File: config.mk
export PLATFORM = sky130hd
export DESIGN_NAME = prs_sequencer
export DESIGN_NICKNAME = d
export VERILOG_FILES = /design/src/core/prs_pkg.sv /design/src/core/prs_sync.sv /design/src/core/prs_sequencer.sv
export SDC_FILE = /design/constraint.sdc
export NUM_CORES = 1
export LEC_CHECK = 0
export BUFFER_PORTS_ARGS = -buffer_cell sky130_fd_sc_hd__buf_2
export CAP_MARGIN = 10
export CORE_MARGIN = 4
export CORE_UTILIZATION = 45
export CTS_CLUSTER_SIZE = 10
export DETAILED_ROUTE_END_ITERATION = 10
export PLACE_DENSITY = 0.66
export SLEW_MARGIN = 20
export SYNTH_ARGS = -nofsm -noshare
export SYNTH_HDL_FRONTEND = slang
export SYNTH_HIERARCHICAL = 1
export SYNTH_SLANG_ARGS = --single-unit
export TNS_END_PERCENT = 100
File: constraint.sdc
create_clock -name clk -period 2.81 [get_ports clk]
set_input_delay 0.281 -clock clk [delete_from_list [all_inputs] [get_ports clk]]
set_output_delay 0.281 -clock clk [all_outputs]
set_load 0.01 [all_outputs]
File: src/core/prs_pkg.sv
// Constants and types shared by the processor reset sequencer.
// Assumes a single 250 MHz core clock; all times are converted to cycles here.
package prs_pkg;

  localparam int unsigned PRS_CLK_PERIOD_NS = 4;

  // Time from both resets released to lock, PLL restarted
  localparam int unsigned PRS_COLD_SETTLE_NS = 2000;
  // Time from warm release to lock, PLL left running
  localparam int unsigned PRS_WARM_SETTLE_NS = 500;
  // Internal hold of the module reset for a watchdog reset
  localparam int unsigned PRS_SOFT_HOLD_NS   = 500;

  // Least times round up to whole cycles
  localparam int unsigned PRS_COLD_SETTLE_CYC =
    (PRS_COLD_SETTLE_NS + PRS_CLK_PERIOD_NS - 1) / PRS_CLK_PERIOD_NS;
  localparam int unsigned PRS_WARM_SETTLE_CYC =
    (PRS_WARM_SETTLE_NS + PRS_CLK_PERIOD_NS - 1) / PRS_CLK_PERIOD_NS;
  localparam int unsigned PRS_SOFT_HOLD_CYC   =
    (PRS_SOFT_HOLD_NS + PRS_CLK_PERIOD_NS - 1) / PRS_CLK_PERIOD_NS;

  localparam int unsigned PRS_CNT_W = 10;

  // Synchroniser reset value: inputs seen as asserted (low)
  localparam logic [1:0] PRS_SYNC_RST = 2'h0;

  // Bit of the timer status word that records a watchdog reset
  localparam int unsigned PRS_WARM_STATUS_BIT = 4;

  typedef enum logic [2:0]
  {
    PRS_S_COLD      = 3'b000,
    PRS_S_SETTLE    = 3'b001,
    PRS_S_RUN       = 3'b010,
    PRS_S_WARM_HOLD = 3'b011,
    PRS_S_SOFT_HOLD = 3'b100
  } prs_state_t;

  typedef enum logic [1:0]
  {
    PRS_M_COLD = 2'b00,
    PRS_M_WARM = 2'b01,
    PRS_M_SOFT = 2'b10
  } prs_mode_t;

  typedef struct packed
  {
    prs_state_t           state;
    logic [PRS_CNT_W-1:0] cnt;
    prs_mode_t            mode;
    logic                 cold_done;
    logic                 pll_reset;
    logic                 module_reset_n;
    logic                 lock;
    logic                 warm_status;
  } prs_regs_t;

  localparam prs_regs_t PRS_REGS_RST = '{
    state:          PRS_S_COLD,
    cnt:            10'h000,
    mode:           PRS_M_COLD,
    cold_done:      1'b0,
    pll_reset:      1'b1,
    module_reset_n: 1'b0,
    lock:           1'b0,
    warm_status:    1'b0
  };

endpackage

File: src/core/prs_sync.sv
// Two-flop synchroniser for a group of asynchronous level inputs.
// Assumes the first stage is read only by the second.
`timescale 1ns/1ps
module prs_sync
  import prs_pkg::*;
(
  input  wire logic       clk,
  input  wire logic       rst_n,
  input  wire logic [1:0] async_in,
  output logic      [1:0] sync_out
);

  logic [1:0] meta_reg;
  logic [1:0] sync_reg;

  always_ff @(posedge clk or negedge rst_n)
  begin
    if (!rst_n)
    begin
      meta_reg <= PRS_SYNC_RST;
      sync_reg <= PRS_SYNC_RST;
    end
    else
    begin
      meta_reg <= async_in;
      sync_reg <= meta_reg;
    end
  end

  assign sync_out = sync_reg;

endmodule

File: src/core/prs_sequencer.sv
// Processor reset sequencer: cold, hardware warm and watchdog resets.
// Assumes board reset pins are asynchronous; watchdog_expire is on clk.
`timescale 1ns/1ps

// Functional notes
// RULE1 - Three modes: cold, hardware warm, soft
// RULE2 - Cold reset resets everything including PLL
// RULE3 - Board holds both resets low 2000 ns
// RULE4 - Board releases power-on reset first
// RULE5 - System reset released 10 ns later; the board model releases it 3 cycles (12 ns) later
// RULE6 - Lock asserted after cold reset release
// RULE7 - Warm reset only after completed cold reset
// RULE8 - System reset alone: warm, PLL untouched
// RULE9 - Board holds system reset 500 ns
// RULE10 - Lock asserted after warm reset completes
// RULE11 - Watchdog soft reset acts like warm
// RULE12 - Status bit 4 set only by soft
// RULE13 - Synchronise inputs; no lock during reset
module prs_sequencer
  import prs_pkg::*;
(
  input  wire logic clk,
  input  wire logic rst_n,
  input  wire logic power_on_reset_in_n,
  input  wire logic system_reset_in_n,
  input  wire logic watchdog_expire,
  output logic      pll_reset_out,
  output logic      module_reset_out_n,
  output logic      lock_out,
  output logic      warm_reset_status,
  output logic      cold_done_out,
  output logic [1:0] reset_mode_out
);

  localparam logic [PRS_CNT_W-1:0] COLD_LOAD = PRS_CNT_W'(PRS_COLD_SETTLE_CYC - 1);
  localparam logic [PRS_CNT_W-1:0] WARM_LOAD = PRS_CNT_W'(PRS_WARM_SETTLE_CYC - 1);
  localparam logic [PRS_CNT_W-1:0] SOFT_LOAD = PRS_CNT_W'(PRS_SOFT_HOLD_CYC - 1);

  logic [1:0] pins_sync;
  logic       por_n_s;
  logic       sys_n_s;
  prs_regs_t  r_reg;
  prs_regs_t  r_next;

  // Pins come straight from the board; never read raw
  prs_sync u_sync
  (
    .clk      (clk),
    .rst_n    (rst_n),
    .async_in ({power_on_reset_in_n, system_reset_in_n}),
    .sync_out (pins_sync)
  ); // RULE13

  assign por_n_s = pins_sync[1];
  assign sys_n_s = pins_sync[0];

  always_comb
  begin
    r_next = r_reg;
    case (r_reg.state)
      PRS_S_COLD:
      begin
        // Both pins must be high; release order is the board's job
        r_next.pll_reset      = 1'b1; // RULE2
        r_next.module_reset_n = 1'b0; // RULE2
        r_next.lock           = 1'b0; // RULE13
        r_next.warm_status    = 1'b0; // RULE12
        r_next.cold_done      = 1'b0;
        r_next.mode           = PRS_M_COLD; // RULE1
        if (por_n_s && sys_n_s)
        begin
          r_next.state     = PRS_S_SETTLE;
          r_next.cnt       = COLD_LOAD;
          r_next.pll_reset = 1'b0; // RULE6
        end
      end
      PRS_S_SETTLE:
      begin
        if (!sys_n_s)
        begin
          // Re-entering hold restarts the settle count from full
          r_next.state          = r_reg.cold_done ? PRS_S_WARM_HOLD : PRS_S_COLD; // RULE7
          r_next.module_reset_n = 1'b0;
          r_next.lock           = 1'b0;
        end
        else if (r_reg.cnt == '0)
        begin
          r_next.state          = PRS_S_RUN;
          r_next.module_reset_n = 1'b1;
          r_next.lock           = 1'b1; // RULE6 RULE10
          r_next.cold_done      = 1'b1;
        end
        else
        begin
          r_next.cnt = r_reg.cnt - PRS_CNT_W'(1);
        end
      end
      PRS_S_RUN:
      begin
        if (!sys_n_s)
        begin
          r_next.state          = PRS_S_WARM_HOLD; // RULE8
          r_next.module_reset_n = 1'b0;
          r_next.lock           = 1'b0; // RULE13
        end
        else if (watchdog_expire)
        begin
          r_next.state          = PRS_S_SOFT_HOLD; // RULE11
          r_next.cnt            = SOFT_LOAD;
          r_next.module_reset_n = 1'b0;
          r_next.lock           = 1'b0;
          r_next.warm_status    = 1'b1; // RULE12
          r_next.mode           = PRS_M_SOFT;
        end
      end
      PRS_S_WARM_HOLD:
      begin
        // PLL stays out of reset, so recovery is the short count
        r_next.warm_status = 1'b0; // RULE12
        r_next.mode        = PRS_M_WARM; // RULE8
        if (sys_n_s)
        begin
          r_next.state = PRS_S_SETTLE;
          r_next.cnt   = WARM_LOAD; // RULE10
        end
      end
      PRS_S_SOFT_HOLD:
      begin
        if (r_reg.cnt == '0)
        begin
          r_next.state = PRS_S_SETTLE;
          r_next.cnt   = WARM_LOAD; // RULE11
        end
        else
        begin
          r_next.cnt = r_reg.cnt - PRS_CNT_W'(1);
        end
      end
      default:
      begin
        r_next = PRS_REGS_RST;
      end
    endcase
    // Power-on reset overrides every mode
    if (!por_n_s)
    begin
      r_next       = PRS_REGS_RST; // RULE2
      r_next.state = PRS_S_COLD;
    end
  end

  always_ff @(posedge clk or negedge rst_n)
  begin
    if (!rst_n)
    begin
      r_reg <= PRS_REGS_RST;
    end
    else
    begin
      r_reg <= r_next;
    end
  end

  assign pll_reset_out      = r_reg.pll_reset;
  assign module_reset_out_n = r_reg.module_reset_n;
  assign lock_out           = r_reg.lock;
  assign warm_reset_status  = r_reg.warm_status;
  assign cold_done_out      = r_reg.cold_done;
  assign reset_mode_out     = r_reg.mode;

  a_lock_in_reset: assert property (@(posedge clk) disable iff (!rst_n) // RULE13
    !r_reg.module_reset_n |-> !r_reg.lock)
    else $error("lock high while modules held in reset");

  a_cold_resets_pll: assert property (@(posedge clk) disable iff (!rst_n) // RULE2
    !por_n_s |=> r_reg.pll_reset && !r_reg.module_reset_n && !r_reg.cold_done)
    else $error("cold reset did not reset pll and modules");

  a_warm_keeps_pll: assert property (@(posedge clk) disable iff (!rst_n) // RULE8
    (r_reg.state == PRS_S_RUN && por_n_s && !sys_n_s) |=>
      !r_reg.pll_reset && !r_reg.module_reset_n && r_reg.state == PRS_S_WARM_HOLD)
    else $error("warm reset wrong scope");

  a_settle_gives_lock: assert property (@(posedge clk) disable iff (!rst_n) // RULE6
    (r_reg.state == PRS_S_SETTLE && r_reg.cnt == '0 && por_n_s && sys_n_s) |=>
      r_reg.lock && r_reg.cold_done)
    else $error("lock missing after release");

  a_cold_settle_len: assert property (@(posedge clk) disable iff (!rst_n) // RULE6
    (r_reg.state == PRS_S_COLD && por_n_s && sys_n_s) |=>
      r_reg.cnt == COLD_LOAD && !r_reg.pll_reset && !r_reg.lock)
    else $error("cold settle not loaded");

  a_warm_settle_len: assert property (@(posedge clk) disable iff (!rst_n) // RULE10
    (r_reg.state == PRS_S_WARM_HOLD && por_n_s && sys_n_s) |=>
      r_reg.state == PRS_S_SETTLE && r_reg.cnt == WARM_LOAD)
    else $error("warm settle not loaded");

  a_warm_needs_cold: assert property (@(posedge clk) disable iff (!rst_n) // RULE7
    r_reg.state == PRS_S_WARM_HOLD |-> r_reg.cold_done)
    else $error("warm hold without finished cold reset");

  a_soft_sets_status: assert property (@(posedge clk) disable iff (!rst_n) // RULE11
    (r_reg.state == PRS_S_RUN && por_n_s && sys_n_s && watchdog_expire) |=>
      r_reg.warm_status && !r_reg.module_reset_n && !r_reg.pll_reset ##1
      (r_reg.state == PRS_S_SOFT_HOLD && r_reg.cnt == SOFT_LOAD - PRS_CNT_W'(1)))
    else $error("watchdog reset wrong");

  a_status_cleared: assert property (@(posedge clk) disable iff (!rst_n) // RULE12
    (r_reg.state == PRS_S_WARM_HOLD || !por_n_s) |=> !r_reg.warm_status)
    else $error("status bit not cleared by hardware reset");

  a_hold_keeps_pll: assert property (@(posedge clk) disable iff (!rst_n) // RULE11
    (r_reg.state == PRS_S_SOFT_HOLD || r_reg.state == PRS_S_WARM_HOLD) |-> !r_reg.pll_reset)
    else $error("pll reset during warm or soft hold");

  a_lock_drops_sys: assert property (@(posedge clk) disable iff (!rst_n) // RULE13
    (r_reg.lock && !sys_n_s) |=> !r_reg.lock)
    else $error("lock kept while system reset asserted");

  a_soft_mode_kept: assert property (@(posedge clk) disable iff (!rst_n) // RULE1
    r_reg.state == PRS_S_SOFT_HOLD |-> r_reg.mode == PRS_M_SOFT)
    else $error("soft hold without soft mode");

  a_warm_mode_set: assert property (@(posedge clk) disable iff (!rst_n) // RULE1
    (r_reg.state == PRS_S_WARM_HOLD && por_n_s) |=> r_reg.mode == PRS_M_WARM)
    else $error("warm hold without warm mode");

  a_soft_hold_end: assert property (@(posedge clk) disable iff (!rst_n) // RULE11
    (r_reg.state == PRS_S_SOFT_HOLD && r_reg.cnt == '0 && por_n_s) |=>
      r_reg.state == PRS_S_SETTLE && r_reg.cnt == WARM_LOAD && r_reg.warm_status)
    else $error("soft hold did not end in warm settle");

endmodule

==> flow_metrics.py <==
metrics = {
    "outcome": {
        "outcome": "completed",
    },
    "job": {
        "max_cap_violations": 0,
    },
    "floorplan": {
        "io_pins": 12,
        "core-area_mm2": 0.00310,
        "placementRows": 20,
        "dieWidth_um": 65.4,
        "initial_utilization": 0.478,
        "die_h_um": 65.4,
        "dieArea_mm2": 0.00428,
    },
    "finish": {
        "drive_above_1_share": 0.158,
        "area_growth_pct": 6.92,
        "final_nets": 192,
        "n_antenna_cell": 0,
        "most-common-layout-cells": "dfrtp_1, o21ai_0, nand2_1, nor2_1, a21oi_1",
        "largest_reg_flops": 13,
        "fill_cells": 308,
        "layout_commonest_cell": "dfrtp_1",
        "multi_input_area_um2": 840,
        "seq_area_um2": 552,
        "final_util": 0.511,
    },
    "global_routing": {
        "grt_antenna_before_repair": 0,
        "grt_usage": 0.166,
        "grt_max_degree": 23,
        "grt_pass1_wl_um": 5580,
        "grt_overflow": 0,
        "grt_pass1_vias": 1205,
    },
    "routing": {
        "final_antenna_net_count": 0,
        "drt-pass1-iter-count": 4,
        "drtIter0Drc": 84,
        "wl_per_cell_um": 14.9,
        "viasPerCell": 5.80,
        "routed-wl-met3_um": 118,
        "wl_met2_um": 1550,
        "routed_wl_um": 3410,
        "highest_layer": "met4",
        "route.layer.met1.wl_um": 1710,
        "vias": 1323,
        "drc": 0,
    },
    "synthesis": {
        "syn_nets": 185,
        "syn_inst": 178,
        "muxShareOfSynthArea": 0.00759,
        "synthArstFlopShare": 1.00,
        "synth_top_family_by_area": "simple AND/OR/NAND/NOR gates",
        "synth_edf_count": 0,
        "synth-compound-area-share": 0.263,
        "synth_xor_xnor_area_share": 0.00591,
        "synthSimpleGateAreaFrac": 0.273,
        "ys_warn_count": 6,
        "ys_ff_latch": 22,
        "ys.flop_type": "dfrtp_1",
        "synth_seq_area_share": 0.372,
        "syn_area_mm2": 0.00148,
        "syn_area_per_cell_um2": 8.33,
        "synth_adder_area_share": 0.0169,
        "yosysUniqueCellTypes": 48,
    },
    "worst_hold_path": {
        "hp-class": "primary input to register",
    },
    "timing": {
        "setup_viol": 0,
        "slew_viol_final": 0,
        "maxSlewHeadroom": 0.581,
        "period_needed_ns": 2.22,
        "fin_crit_sh": 0.790,
        "rsz0062_at_grt": "no",
        "tns_ns": 0,
        "fmax_ghz": 0.451,
        "final_hold_viol_count": 0,
        "worstMarginPinSlew_ns": 0.623,
        "clock_skew_ns": 0.0147,
    },
    "cts": {
        "numCtsBuffers": 3,
        "insertion_delay_ns": 0.32,
        "ctsHtreeMaxLevel": 1,
        "cts_max_path_buffers": 2,
        "post_cts_buffers": 0,
        "cts_resized": 0,
        "cts_tree": "built",
        "cts_hold_buf": 1,
        "cts_sinks": 22,
        "cts-root-buf": "clkbuf_4",
        "clkTransAtPathRegs_ns": 0.14,
    },
    "worst_setup_path": {
        "cp_max_fo": 8,
        "crit_chain": "inv_1 > ha_1 > nor3b_2 > nand3_4 > o31ai_4 > nor2_1 > a221o_1",
        "endpoint_kind": "register",
        "cp-start-kind": "register",
        "critical_path_buf_inv_count": 1,
        "crit_required_ns": 3.01,
        "crit_type": "register to register",
        "critical_path_arrival_ns": 2.42,
        "cp_top_family": "simple AND/OR/NAND/NOR gates",
        "cp_slowest_cell": "dfrtp_1",
        "cpPeakStageDelay_ns": 0.44,
    },
    "placed_design": {
        "dp_hpwl_um": 2390,
        "gp_congestion": 0.896,
        "port_buffers": 11,
    },
    "power_and_ir_drop": {
        "ir_worst_vdd_mv": 0.386,
        "powerDensity_mw_per_mm2": 710,
        "p_leak_uw": 0.000697,
    },
}
## worst paths after layout
kind | from | to | slack (ns) | cells after the start
max in group asynchronous | rst_n | pll_reset_out$_DFFE_PN1P_ | 2.01 | 2
hold reg to reg | u_sync/meta_reg[0]$_DFF_PN0_ | u_sync/sync_out[0]$_DFF_PN0_ | 0.37 | 0
min in group asynchronous | rst_n | reset_mode_out[1]$_DFFE_PN0P_ | 0.45 | 2
hold / removal | power_on_reset_in_n | u_sync/meta_reg[1]$_DFF_PN0_ | 0.05 | 1
setup reg to reg | r_reg[7]$_DFFE_PN0P_ | r_reg[16]$_DFFE_PN0P_ | 0.59 | 7
setup / recovery | r_reg[7]$_DFFE_PN0P_ | r_reg[16]$_DFFE_PN0P_ | 0.59 | 7
## metrics by stage
| step | setup slack [ns] | total power, uW | hold WS (ns) | std cells | cell area, um^2 |
|---|---|---|---|---|---|
| 6_report | 0.591 | 1120 | 0.0526 | 228 | 1590 |
| 3_3_place_gp | 0.739 | 936 | 0.269 | 223 | 1540 |
| 3_5_place_dp | 0.612 | 940 | 0.278 | 223 | 1540 |
| 5_1_grt | 0.454 | 1210 | 0.0478 | 228 | 1590 |
| 2_1_floorplan | 0.950 | 839 | -0.0146 | 178 | 1480 |
| 4_1_cts | 0.594 | 1120 | 0.0534 | 228 | 1590 |
## cells by family (layout without fill, tap and decap cells)
| family | after synthesis | after routing |
|---|---|---|
| adder cells (fa/ha/maj) | 2 | 2 |
| AND/OR/NAND/NOR | 75 | 75 |
| XOR/XNOR | 1 | 1 |
| AO/OA/AOI/OAI | 60 | 60 |
| buffers and inverters | 17 | 23 |
| multiplexers | 1 | 1 |
| flip-flops | 22 | 22 |
## Yosys cell counts (2+ instances only)
master,number,area share
dfrtp_1,21,0.35
o21ai_0,20,0.068
nand2_1,19,0.048
nor2_1,19,0.048
a21oi_1,13,0.044
nand2b_1,7,0.030
nand3_1,6,0.020
buf_4,5,0.025
clkbuf_1,5,0.013
nor2b_1,5,0.021
nor3_1,5,0.017
inv_1,4,0.010
o31ai_1,4,0.020
a21o_1,3,0.015
a211o_1,2,0.012
a21boi_0,2,0.010
a31oi_1,2,0.0084
and3_1,2,0.0084
ha_1,2,0.017
nand4_1,2,0.0084
nor3b_1,2,0.010
o22ai_1,2,0.0084
## where the power goes
part | switching, uW | internal (uW) | leakage, uW
Sequential | 101 | 375 | 0.000280
Combinational | 280 | 187 | 0.000396
Clock | 102 | 79.2 | 0.0000210
## cell type report
cell class	instances	share of cell area
multi-input cells	139	0.530
inverters	4	0.00947
flip-flops and latches	22	0.348
well taps	44	0.0347
clock buffers	4	0.0229
repair buffers	15	0.0552
## layer usage
layer,up-vias,track usage
li1,653,-
met1,640,0.234
met2,25,0.268
met4,0,0.0389
met3,5,0.0256
met5,-,0
Note: power is estimated with default switching activity, not from simulation.
